`src/shared/adc_regs_pkg.sv`:
```
// Purpose: Constants for the converter status/config/range register bank
// Assumes: AHB-Lite word access, byte address is four times the index
// Notes:   Register widths are 8 bits in the low byte of each word, 3 bits for the interrupt status and mask
//
// Summary of operation
// - Bit 7 of the flags register is set while a reset of the regulator is seen.
// - Bit 6 of the flags register is set while any digital error is present.
// - Bit 5 of the flags register is set while an open analog input is seen.
// - The flags register at index 0x01 is read-only and resets to 0x00.
// - Setup bit 6 enables the status byte header on conversion results.
// - Setup bit 5 makes the convert-start pin clock the oversampling.
// - Setup bits 4:3 pick one, two, four or eight serial output lines.
// - Setup bits 1:0 pick normal, standby, auto standby or shutdown.
// - The setup register at index 0x02 resets to 0x08, bits 7 and 2 read zero.
// - Range codes 0000 to 1011 select the documented input spans.
// - Index 0x03 bits 7:4 hold the channel 2 range, read and write.
// - Index 0x03 bits 3:0 hold the channel 1 range, read and write.
// - The channel 1/2 range register resets to 0x33.
// - Index 0x04 holds channel 4 in bits 7:4, channel 3 in 3:0, reset 0x33.
package adc_regs_pkg;
  // Register indices, byte address is index * 4
  localparam logic [7:0] IDX_FLAGS     = 8'h01;
  localparam logic [7:0] IDX_SETUP     = 8'h02;
  localparam logic [7:0] IDX_SPAN12    = 8'h03;
  localparam logic [7:0] IDX_SPAN34    = 8'h04;
  localparam logic [7:0] IDX_IRQ_STAT  = 8'h08;
  localparam logic [7:0] IDX_IRQ_MASK  = 8'h09;
  // Reset values
  localparam logic [7:0] FLAGS_RST     = 8'h00;
  localparam logic [7:0] SETUP_RST     = 8'h08;
  localparam logic [7:0] SPAN_RST      = 8'h33;
  localparam logic [2:0] IRQ_RST       = 3'h0;
  // Flag and setup field positions
  localparam int         FLG_RESET     = 7;
  localparam int         FLG_LOGIC     = 6;
  localparam int         FLG_OPEN      = 5;
  localparam int         SET_HEADER    = 6;
  localparam int         SET_EXT_CLK   = 5;
  localparam int         SET_LINES_HI  = 4;
  localparam int         SET_LINES_LO  = 3;
  localparam int         SET_MODE_HI   = 1;
  localparam int         SET_MODE_LO   = 0;
  localparam logic [7:0] SETUP_WMASK   = 8'h7B;
  // Range codes above this one are undefined
  localparam logic [3:0] SPAN_MAX      = 4'hB;
  localparam int         SPAN_W        = 4;
  localparam int         SPAN_CNT      = 4;
  // AHB encodings
  localparam logic [2:0] HSIZE_WORD    = 3'h2;
  localparam logic [1:0] HTRANS_NSEQ   = 2'h2;
  // Operating modes
  typedef enum logic [1:0] {
    MODE_NORMAL   = 2'h0,
    MODE_STANDBY  = 2'h1,
    MODE_AUTO_SBY = 2'h2,
    MODE_SHUTDOWN = 2'h3
  } op_mode_e;
  // Bus slave states, Gray along the read path
  typedef enum logic [1:0] {
    BUS_IDLE = 2'h0,
    BUS_LOAD = 2'h1,
    BUS_OUT  = 2'h3
  } bus_state_e;
endpackage

```
`src/logic/adc_status_config_regs.sv`:
```
// Purpose: Flags, setup and channel 1-4 range registers over AHB-Lite
// Assumes: Single word transfers; diagnostic sources synchronous to hclk
// Notes:   Reads take one wait state, writes none; hresp is always OKAY
//
// The AHB-Lite slave port was decided locally.
`timescale 1ns/10ps
module adc_status_config_regs
  import adc_regs_pkg::*;
(
  // Clock, reset, enable
  input  wire logic                hclk,
  input  wire logic                hresetn,
  input  wire logic                ce,
  // AHB-Lite slave
  input  wire logic                hsel,
  input  wire logic [31:0]         haddr,
  input  wire logic [1:0]          htrans,
  input  wire logic                hwrite,
  input  wire logic [2:0]          hsize,
  input  wire logic [31:0]         hwdata,
  input  wire logic                hready,
  output logic      [31:0]         hrdata,
  output logic                     hreadyout,
  output logic                     hresp,
  // Diagnostic sources
  input  wire logic                reset_seen,
  input  wire logic                logic_fault_present,
  input  wire logic                open_circuit_present,
  input  wire logic [7:0]          logic_fault_detail_reg,
  // Oversampling trigger
  input  wire logic                convert_start_pin,
  input  wire logic                internal_os_clk,
  output logic                     os_conv_trigger,
  // Setup outputs
  output logic                     status_header_en,
  output logic [7:0]               status_header_byte,
  output logic                     outside_oversample_clk_en,
  output logic [1:0]               serial_out_line_sel,
  output adc_regs_pkg::op_mode_e   op_mode,
  // Range selectors
  output logic [3:0]               span_sel_1,
  output logic [3:0]               span_sel_2,
  output logic [3:0]               span_sel_3,
  output logic [3:0]               span_sel_4,
  // Interrupt
  output logic                     irq
);
  import adc_regs_pkg::*;

  bus_state_e       state;
  bus_state_e       next_state;
  logic [7:0]       device_flags;
  logic [7:0]       general_setup;
  logic [7:0]       input_span_ch1_ch2;
  logic [7:0]       input_span_ch3_ch4;
  logic [2:0]       irq_status;
  logic [2:0]       irq_mask;
  logic             wr_pend;
  logic [7:0]       wr_idx;
  logic [7:0]       rd_idx;
  logic             rd_ok;
  logic             wr_ok;

  wire logic        addr_ok;
  wire logic [7:0]  addr_idx;
  wire logic        take;
  wire logic        take_rd;
  wire logic        take_wr;
  wire logic        wr_commit;
  wire logic [7:0]  wdat;
  wire logic [2:0]  flag_src;
  wire logic [2:0]  flag_now;
  wire logic [2:0]  flag_rise;
  wire logic [2:0]  next_irq_status;
  wire logic [31:0] rd_word;
  wire logic [7:0]  next_flags;
  wire logic [7:0]  next_setup;
  wire logic [7:0]  next_span12;
  wire logic [7:0]  next_span34;

  // Address phase decode
  assign addr_idx  = haddr[9:2];
  assign addr_ok   = (haddr[31:10] == 22'h0) && (haddr[1:0] == 2'h0) &&
                     (hsize == HSIZE_WORD);
  assign take      = hsel && hready && (htrans == HTRANS_NSEQ) &&
                     (state != BUS_LOAD);
  assign take_rd   = take && !hwrite;
  assign take_wr   = take && hwrite;
  assign wr_commit = wr_pend && wr_ok;
  assign wdat      = hwdata[7:0];

  // Bus answers, stalled while the enable is low
  assign hreadyout = ce && (state != BUS_LOAD);
  assign hresp     = 1'b0;

  always_comb
  begin
    next_state = state;
    unique case (state)
      BUS_IDLE: if (take_rd) next_state = BUS_LOAD;
      BUS_LOAD: next_state = BUS_OUT;
      BUS_OUT:  next_state = take_rd ? BUS_LOAD : BUS_IDLE;
      default:  next_state = BUS_IDLE;
    endcase
  end

  always_ff @(posedge hclk or negedge hresetn)
  begin
    if (!hresetn)
    begin
      state   <= BUS_IDLE;
      wr_pend <= 1'b0;
      wr_ok   <= 1'b0;
      wr_idx  <= 8'h00;
      rd_idx  <= 8'h00;
      rd_ok   <= 1'b0;
    end
    else if (ce)
    begin
      state   <= next_state;
      wr_pend <= take_wr;
      wr_ok   <= take_wr && addr_ok;
      if (take)
      begin
        wr_idx <= addr_idx;
        rd_idx <= addr_idx;
        rd_ok  <= addr_ok;
      end
    end
  end

  // Flags track their sources; no read clears them
  assign flag_src   = {reset_seen, logic_fault_present, open_circuit_present};
  assign flag_now   = {device_flags[FLG_RESET], device_flags[FLG_LOGIC],
                       device_flags[FLG_OPEN]};
  assign next_flags = {flag_src, 5'h00};
  assign flag_rise  = flag_src & ~flag_now;

  // Setup write, read-only bits kept at zero
  assign next_setup = (wr_commit && wr_idx == IDX_SETUP) ?
                      (wdat & SETUP_WMASK) : general_setup;

  // Range fields, undefined codes leave the field unchanged
  genvar gi;
  generate
    for (gi = 0; gi < 2; gi++)
    begin : g_span
      wire logic wr12;
      wire logic wr34;
      assign wr12 = wr_commit && (wr_idx == IDX_SPAN12) &&
                    (wdat[gi*SPAN_W +: SPAN_W] <= SPAN_MAX);
      assign wr34 = wr_commit && (wr_idx == IDX_SPAN34) &&
                    (wdat[gi*SPAN_W +: SPAN_W] <= SPAN_MAX);
      assign next_span12[gi*SPAN_W +: SPAN_W] = wr12 ?
             wdat[gi*SPAN_W +: SPAN_W] :
             input_span_ch1_ch2[gi*SPAN_W +: SPAN_W];
      assign next_span34[gi*SPAN_W +: SPAN_W] = wr34 ?
             wdat[gi*SPAN_W +: SPAN_W] :
             input_span_ch3_ch4[gi*SPAN_W +: SPAN_W];
    end
  endgenerate

  // Sticky events, set wins over write-one clear
  assign next_irq_status = flag_rise |
         (irq_status & ~((wr_commit && wr_idx == IDX_IRQ_STAT) ?
                         wdat[2:0] : 3'h0));

  always_ff @(posedge hclk or negedge hresetn)
  begin
    if (!hresetn)
    begin
      device_flags       <= FLAGS_RST;
      general_setup      <= SETUP_RST;
      input_span_ch1_ch2 <= SPAN_RST;
      input_span_ch3_ch4 <= SPAN_RST;
      irq_status         <= IRQ_RST;
      irq_mask           <= IRQ_RST;
    end
    else if (ce)
    begin
      device_flags       <= next_flags;
      general_setup      <= next_setup;
      input_span_ch1_ch2 <= next_span12;
      input_span_ch3_ch4 <= next_span34;
      irq_status         <= next_irq_status;
      if (wr_commit && wr_idx == IDX_IRQ_MASK)
        irq_mask <= wdat[2:0];
    end
  end

  // Read mux
  assign rd_word =
    !rd_ok                     ? 32'h0 :
    (rd_idx == IDX_FLAGS)      ? {24'h0, device_flags} :
    (rd_idx == IDX_SETUP)      ? {24'h0, general_setup} :
    (rd_idx == IDX_SPAN12)     ? {24'h0, input_span_ch1_ch2} :
    (rd_idx == IDX_SPAN34)     ? {24'h0, input_span_ch3_ch4} :
    (rd_idx == IDX_IRQ_STAT)   ? {29'h0, irq_status} :
    (rd_idx == IDX_IRQ_MASK)   ? {29'h0, irq_mask} : 32'h0;

  // Outputs from flops
  always_ff @(posedge hclk or negedge hresetn)
  begin
    if (!hresetn)
    begin
      hrdata          <= 32'h0;
      irq             <= 1'b0;
      os_conv_trigger <= 1'b0;
    end
    else if (ce)
    begin
      if (state == BUS_LOAD)
        hrdata <= rd_word;
      irq             <= |(irq_status & irq_mask);
      os_conv_trigger <= general_setup[SET_EXT_CLK] ?
                         convert_start_pin : internal_os_clk;
    end
  end

  assign status_header_en          = general_setup[SET_HEADER];
  assign status_header_byte        = device_flags;
  assign outside_oversample_clk_en = general_setup[SET_EXT_CLK];
  assign serial_out_line_sel       =
         general_setup[SET_LINES_HI:SET_LINES_LO];
  assign op_mode = op_mode_e'(general_setup[SET_MODE_HI:SET_MODE_LO]);
  assign span_sel_1 = input_span_ch1_ch2[3:0];
  assign span_sel_2 = input_span_ch1_ch2[7:4];
  assign span_sel_3 = input_span_ch3_ch4[3:0];
  assign span_sel_4 = input_span_ch3_ch4[7:4];

  // Checks
  property p_reset_flag;
    @(posedge hclk) disable iff (!hresetn)
    ce |=> device_flags[FLG_RESET] == $past(reset_seen);
  endproperty
  a_reset_flag: assert property (p_reset_flag)
    else $error("reset flag does not follow source");

  property p_logic_flag;
    @(posedge hclk) disable iff (!hresetn)
    (ce && logic_fault_present) |=> device_flags[FLG_LOGIC];
  endproperty
  a_logic_flag: assert property (p_logic_flag)
    else $error("digital error flag missing");

  property p_open_flag;
    @(posedge hclk) disable iff (!hresetn)
    ce |=> device_flags[FLG_OPEN] == $past(open_circuit_present);
  endproperty
  a_open_flag: assert property (p_open_flag)
    else $error("open input flag does not follow source");

  property p_flags_rsvd;
    @(posedge hclk) disable iff (!hresetn)
    (state == BUS_LOAD && ce && rd_ok && rd_idx == IDX_FLAGS)
      |=> hrdata[4:0] == 5'h00 && hrdata[7:5] == $past(device_flags[7:5]);
  endproperty
  a_flags_rsvd: assert property (p_flags_rsvd)
    else $error("flags read wrong");

  property p_header;
    @(posedge hclk) disable iff (!hresetn)
    (wr_commit && ce && wr_idx == IDX_SETUP)
      |=> status_header_en == $past(hwdata[SET_HEADER]);
  endproperty
  a_header: assert property (p_header)
    else $error("header enable not written");

  property p_ext_clk;
    @(posedge hclk) disable iff (!hresetn)
    (ce && outside_oversample_clk_en)
      |=> os_conv_trigger == $past(convert_start_pin);
  endproperty
  a_ext_clk: assert property (p_ext_clk)
    else $error("trigger not from convert-start pin");

  property p_lines;
    @(posedge hclk) disable iff (!hresetn)
    (wr_commit && ce && wr_idx == IDX_SETUP)
      |=> serial_out_line_sel == $past(hwdata[4:3]) &&
          op_mode == op_mode_e'($past(hwdata[1:0]));
  endproperty
  a_lines: assert property (p_lines)
    else $error("line count or mode not written");

  property p_setup_rsvd;
    @(posedge hclk) disable iff (!hresetn)
    general_setup[7] == 1'b0 && general_setup[2] == 1'b0;
  endproperty
  a_setup_rsvd: assert property (p_setup_rsvd)
    else $error("setup reserved bit set");

  property p_span_legal;
    @(posedge hclk) disable iff (!hresetn)
    span_sel_1 <= SPAN_MAX && span_sel_2 <= SPAN_MAX &&
    span_sel_3 <= SPAN_MAX && span_sel_4 <= SPAN_MAX;
  endproperty
  a_span_legal: assert property (p_span_legal)
    else $error("undefined range code held");

  property p_span_wr;
    @(posedge hclk) disable iff (!hresetn)
    (wr_commit && ce && wr_idx == IDX_SPAN12 && hwdata[7:4] <= SPAN_MAX)
      |=> span_sel_2 == $past(hwdata[7:4]);
  endproperty
  a_span_wr: assert property (p_span_wr)
    else $error("channel 2 range not written");

  property p_span34_wr;
    @(posedge hclk) disable iff (!hresetn)
    (wr_commit && ce && wr_idx == IDX_SPAN34 && hwdata[3:0] <= SPAN_MAX)
      |=> span_sel_3 == $past(hwdata[3:0]) && $stable(span_sel_1);
  endproperty
  a_span34_wr: assert property (p_span34_wr)
    else $error("channel 3 range not written");

  property p_read_wait;
    @(posedge hclk) disable iff (!hresetn)
    (take_rd && ce) |=> !hreadyout ##1 (hreadyout || !ce);
  endproperty
  a_read_wait: assert property (p_read_wait)
    else $error("read wait state wrong");

  property p_irq;
    @(posedge hclk) disable iff (!hresetn)
    ce |=> irq == $past(|(irq_status & irq_mask));
  endproperty
  a_irq: assert property (p_irq)
    else $error("irq level wrong");

  property p_span12_lo;
    @(posedge hclk) disable iff (!hresetn)
    (wr_commit && ce && wr_idx == IDX_SPAN12 && hwdata[3:0] <= SPAN_MAX)
      |=> span_sel_1 == $past(hwdata[3:0]);
  endproperty
  a_span12_lo: assert property (p_span12_lo)
    else $error("channel 1 range not written");

  property p_span34_hi;
    @(posedge hclk) disable iff (!hresetn)
    (wr_commit && ce && wr_idx == IDX_SPAN34 && hwdata[7:4] <= SPAN_MAX)
      |=> span_sel_4 == $past(hwdata[7:4]);
  endproperty
  a_span34_hi: assert property (p_span34_hi)
    else $error("channel 4 range not written");

  property p_span_undef;
    @(posedge hclk) disable iff (!hresetn)
    (wr_commit && ce && wr_idx == IDX_SPAN12 && hwdata[7:4] > SPAN_MAX)
      |=> $stable(span_sel_2);
  endproperty
  a_span_undef: assert property (p_span_undef)
    else $error("undefined range code stored");

  property p_flags_ro;
    @(posedge hclk) disable iff (!hresetn)
    ce |=> device_flags == {$past(reset_seen), $past(logic_fault_present),
                            $past(open_circuit_present), 5'h00};
  endproperty
  a_flags_ro: assert property (p_flags_ro)
    else $error("flags register not a copy of its sources");

  property p_event_set;
    @(posedge hclk) disable iff (!hresetn)
    (ce && reset_seen && !device_flags[FLG_RESET]) |=> irq_status[2];
  endproperty
  a_event_set: assert property (p_event_set)
    else $error("event did not set its status bit");

  property p_ce_freeze;
    @(posedge hclk) disable iff (!hresetn)
    !ce |-> !hreadyout ##1 ($stable(general_setup) && $stable(device_flags) &&
                           $stable(irq_status));
  endproperty
  a_ce_freeze: assert property (p_ce_freeze)
    else $error("state moved while enable low");

  c_read: cover property (@(posedge hclk) disable iff (!hresetn)
    take_rd ##2 hreadyout);
  c_write: cover property (@(posedge hclk) disable iff (!hresetn)
    wr_commit && wr_idx == IDX_SPAN12);
  c_irq: cover property (@(posedge hclk) disable iff (!hresetn) $rose(irq));
  c_ext: cover property (@(posedge hclk) disable iff (!hresetn)
    outside_oversample_clk_en && convert_start_pin);

endmodule // adc_status_config_regs

```
`config.mk`:
```
export PLATFORM = sky130hd
export DESIGN_NAME = adc_status_config_regs
export DESIGN_NICKNAME = d
export VERILOG_FILES = /design/src/shared/adc_regs_pkg.sv /design/src/logic/adc_status_config_regs.sv
export SDC_FILE = /design/constraint.sdc
export NUM_CORES = 1
export LEC_CHECK = 0
export ABC_AREA = 1
export BUFFER_PORTS_ARGS = -buffer_cell sky130_fd_sc_hd__buf_2
export CORE_UTILIZATION = 49
export CTS_CLUSTER_SIZE = 28
export DETAILED_ROUTE_END_ITERATION = 10
export HOLD_SLACK_MARGIN = 0.03
export PLACE_DENSITY = 0.92
export SYNTH_ARGS = -nofsm -noshare
export SYNTH_HDL_FRONTEND = slang
export SYNTH_SLANG_ARGS = --single-unit
```
`constraint.sdc`:
```
create_clock -name hclk -period 2.6 [get_ports hclk]
set_clock_uncertainty 0.05 [all_clocks]
set_input_delay 0.78 -clock hclk [delete_from_list [all_inputs] [get_ports hclk]]
set_output_delay 0.78 -clock hclk [all_outputs]
set_load 0.005 [all_outputs]
```
Yosys cells after proc, flatten, opt, wreduce, memory -nomap -nowiden
Cells that the tools add are included.

word-level totals
  flip-flop bits (word level) = 78
  output and inout bits = 66
  word-level logic and storage cells = 81

operators by class
  order comparisons = 2
  eq/ne operators = 12
  muxes and demuxes = 12
  bitwise gates (word level) = 6
  reductions and logical operators = 33

operators by type and width
  cell                  number
  $mux W8               5
  $logic_not A22 Y1     1
  $logic_and A1 B1 Y1   19
  $reduce_and A2 Y1     9
  $eq A8 B2 Y1 const B  2
  $eq A8 B4 Y1 const B  2
  $and A3 B3 Y3         3
  $mux W3               3
  $eq A8 B1 Y1 const B  1
  $eq A8 B3 Y1 const B  1
  $le A4 B4 Y1 const B  2
  $not A3 Y3            2
  $pmux W2 S3           1
  $eq A2 B2 Y1 const B  2
  $logic_not A2 Y1      2
  $eq A3 B2 Y1 const B  1
  $or A3 B3 Y3          1
  $reduce_or A3 Y1      1
  $eq A2 B1 Y1 const B  1
  $mux W1               2
  $mux W2               1
  $ne A2 B1 Y1 const B  1
  $ne A2 B2 Y1 const B  1
  $logic_not A1 Y1      1

Longest topological paths before layout
  depth in word-level cells = 8
  depth in mapped cells = 10

Least setup slack after synthesis
OpenSTA, ideal clock, no wires.

  path type = in2out
  start point = input ce
  end point = output hreadyout
  data arrival time = 0.975 ns
  path slack = 0.795 ns
  stages = 2
  path through = inv_2 > nor2_1

on the way
  longest elaborated chain between the ends = 1

RTL lines
  element              RTL line                      RTL
  from (decl)          adc_status_config_regs.sv:13  input wire logic ce,
  $logic_and A1 B1 Y1  adc_status_config_regs.sv:93  assign hreadyout = ce && (state != BUS_LOAD);
  to (decl)            adc_status_config_regs.sv:23  output logic hreadyout,

No other way between the ends.

Worst setup path after layout
  start point = register state[1]
  end point = output hreadyout

on the way
  longest elaborated chain between the ends = 2

RTL lines
  element                 RTL line                       RTL
  from (decl)             adc_status_config_regs.sv:50   bus_state_e state;
  from (signal assigned)  adc_status_config_regs.sv:120  state <= next_state;
  $ne A2 B1 Y1            adc_status_config_regs.sv:93
  $logic_and A1 B1 Y1     adc_status_config_regs.sv:93

No other way between the ends.

==> impl_metrics.env <==
export IMPL_arrival_ns=1.14
export IMPL_worst_pin_slew_ns=0.641
export IMPL_drive_gt1_frac=0.347
export IMPL_p_int_mw=1.17
export IMPL_critical_path_buf_inv_count=3
export IMPL_postCtsHoldBufs=0
export IMPL_finish_utilization=0.597
export IMPL_tns_ns=0
export IMPL_dp_cells=531
export IMPL_stdcell_count=539
export IMPL_period_needed_ns=1.97
export IMPL_die_w_um=80.5
export IMPL_clock_fmax_ghz=0.508
export IMPL_antenna_found_initial=0
export IMPL_numClockSinks=54
export IMPL_rsz0062_at_grt="no"
export IMPL_clock_tree_root_cell="clkbuf_8"
export IMPL_crit_path_start_kind="flip-flop"
export IMPL_row_count=28
export IMPL_leakage_nw=1.97
export IMPL_worstPathRequired_ns=1.77
export IMPL_finish_net_count=551
export IMPL_relSlewSlack=0.573
export IMPL_cpPeakStageDelay_ns=0.37
export IMPL_h_tree_depth=2
export IMPL_ioPinCount=154
export IMPL_cts_tree="done"
export IMPL_min_period_over_period=0.757
export IMPL_crit_family="flip-flops"
export IMPL_end_kind="output port"
export IMPL_start_util=0.510
export IMPL_worst_path_most_repeated_cell="inv_1"
export IMPL_dp_hpwl_mm=5.50
export IMPL_area_delta_synth_final_pct=17.1
export IMPL_slew_viol_final=0
export IMPL_dpl_cell_area_um2=3450
export IMPL_path_cells="inv_1, nand2_1, inv_1, nor2_1, buf_2"
export IMPL_design_area_um2=3530
export IMPL_power_density_nw_per_um2=483
export IMPL_clkTransAtPathRegs_ns=0.10
export IMPL_avgViaCountPerCell=4.98
export IMPL_hold_viol_final=0
export IMPL_gp_congestion=0.922
export IMPL_clk_path_buf_depth=2
export IMPL_cp_slowest_cell="dfrtp_1"
export IMPL_p_sw_mw=0.534
export IMPL_status="completed"
export IMPL_grt_max_degree=29
export IMPL_synth_cell_types=33
export IMPL_wire_per_inst_um=13.4
export IMPL_fill_cells=502
export IMPL_io_buffers=91
export IMPL_grt_pass1_vias=2668
export IMPL_drc_errors=0
export IMPL_setup_viol=0
export IMPL_clkPwrFrac=0.272
export IMPL_ys_seq_area_frac=0.452
export IMPL_grt_overflow_total=0
export IMPL_critPathKind="reg2out"
export IMPL_core_um2=5920
export IMPL_syn_inst=367
export IMPL_yosys_warnings=0
export IMPL_first_pass_iters=4
export IMPL_min_path_type="in2async"
export IMPL_vias=2684
export IMPL_ir_drop_mv=0.337
export IMPL_synth_area_um2=3020
export IMPL_synth_seq_cells=54
export IMPL_drtAntennaViolNets=0
export IMPL_cap_viol_max_count=0
export IMPL_combPwrFrac=0.193
export IMPL_grt_pass1_wl_mm=12.2
export IMPL_die_height_um=80.5
export IMPL_post_cts_buffers=0
export IMPL_clock_latency_ns=0.32
export IMPL_die_area_um2=6470
export IMPL_drt_wl_total_mm=7.20
export IMPL_p_sw_frac=0.313
export IMPL_cts_buffers=5
export IMPL_dr_first_iter_drc_count=251
export IMPL_synth_avg_cell_area_um2=8.22
export IMPL_grt_use_total=0.248
export IMPL_p_seq_frac=0.535
export IMPL_ctsResizeCount=0
export IMPL_layout_setup_ws_ns=0.632
export IMPL_path_max_fanout=4
export IMPL_antenna_cells=0
export IMPL_post_place_ws_ns=0.520
cells in the final DEF (no fill, tap or decap), types with 5 or more instances in the layout:
cell | netlist | layout
o21ai_2 | 14 | 14
dfrtp_1 | 45 | 45
inv_2 | 7 | 7
nand2_1 | 110 | 110
inv_1 | 22 | 22
buf_2 | 0 | 91
conb_1 | 1 | 30
nand3_1 | 22 | 22
nand2_2 | 5 | 5
o21ai_0 | 13 | 13
dfstp_2 | 9 | 9
clkbuf_8 | 0 | 5
nor2_1 | 26 | 26
nor2_2 | 7 | 7
nand2_4 | 6 | 6
o21ai_1 | 12 | 12
nand4_1 | 5 | 5
metrics by stage:
stage	hold slack (ns)	power, mW
floorplan	0.419	1.17
global placement	0.411	1.24
detailed placement	0.412	1.25
CTS	0.438	1.71
global route	0.454	1.79
finish	0.424	1.71
flip-flops by register name, indices dropped and copies added, names as in the netlist:
register / flops
rd_ok: 1
general_setup: 6
wr_pend: 1
input_span_ch3_ch4: 8
input_span_ch1_ch2: 8
irq_status: 3
hrdata: 8
wr_ok: 1
os_conv_trigger: 1
irq: 1
irq_mask: 3
status_header_byte: 3
rd_idx: 8
state: 2
power by group through the flow:
stage          registers, mW  clock network (mW)  logic [mW]
3_3_place_gp           0.925                   0       0.310
4_1_cts                0.912               0.467       0.328
5_1_grt                0.918               0.500       0.369
3_5_place_dp           0.928                   0       0.324
6_report               0.913               0.464       0.329
2_1_floorplan          0.922                   0       0.245
kinds of logic (layout without fill, tap and decap cells):
kind of cell	Yosys count	in the layout	share of synthesized area
and+or+nand+nor	199	199	0.316
buffers and inverters	64	132	0.125
DFF	54	54	0.452
AOI/OAI and AO/OA	49	49	0.105
other	1	30	0.00124
metal layers:
| metal | GRT usage | wire (um) | up-vias |
|---|---|---|---|
| met5 | 0 | 0 | - |
| met4 | 0.125 | 231 | 0 |
| met3 | 0.0636 | 515 | 24 |
| met2 | 0.404 | 3620 | 128 |
| met1 | 0.301 | 2840 | 1222 |
| li1 | - | - | 1310 |
Yosys cell counts, drive strengths merged:
cell    count  share of area
nand3b      1         0.0025
dfstp       9          0.078
o21ai      39          0.082
buf        34          0.087
o22ai       3         0.0062
conb        1         0.0012
or2         2         0.0041
inv        30          0.038
nor3        5          0.010
a21oi       6          0.015
and2        1         0.0021
nand3      25          0.046
a31oi       1         0.0021
nor3b       2         0.0066
dfrtp      45           0.37
nor2       37          0.065
nand2     121           0.17
nand4       5          0.010
worst paths after layout:
check                      slack, ns       from  depth (start not counted)                    end
setup / recovery                0.63   state[1]                          5              hreadyout
hold / removal                  0.42    hresetn                          1       general_setup[0]
min in group hclk               0.44  hrdata[0]                          2              hrdata[0]
hold reg to reg                 0.44  hrdata[0]                          2              hrdata[0]
setup reg to reg                0.94  rd_idx[5]                          6       general_setup[4]
max in group asynchronous       1.42    hresetn                          2  input_span_ch1_ch2[5]
final cells by class:
class	count	area, um^2	area share
Multi-Input combinational cell	278	1390	0.392
Sequential cell	54	1360	0.386
Timing Repair Buffer	94	490	0.139
Inverter	30	115	0.0326
Tap cell	75	93.8	0.0266
Clock buffer	6	72.6	0.0205
Clock inverter	2	13.8	0.00390
Power figures use the tool's default switching activity.
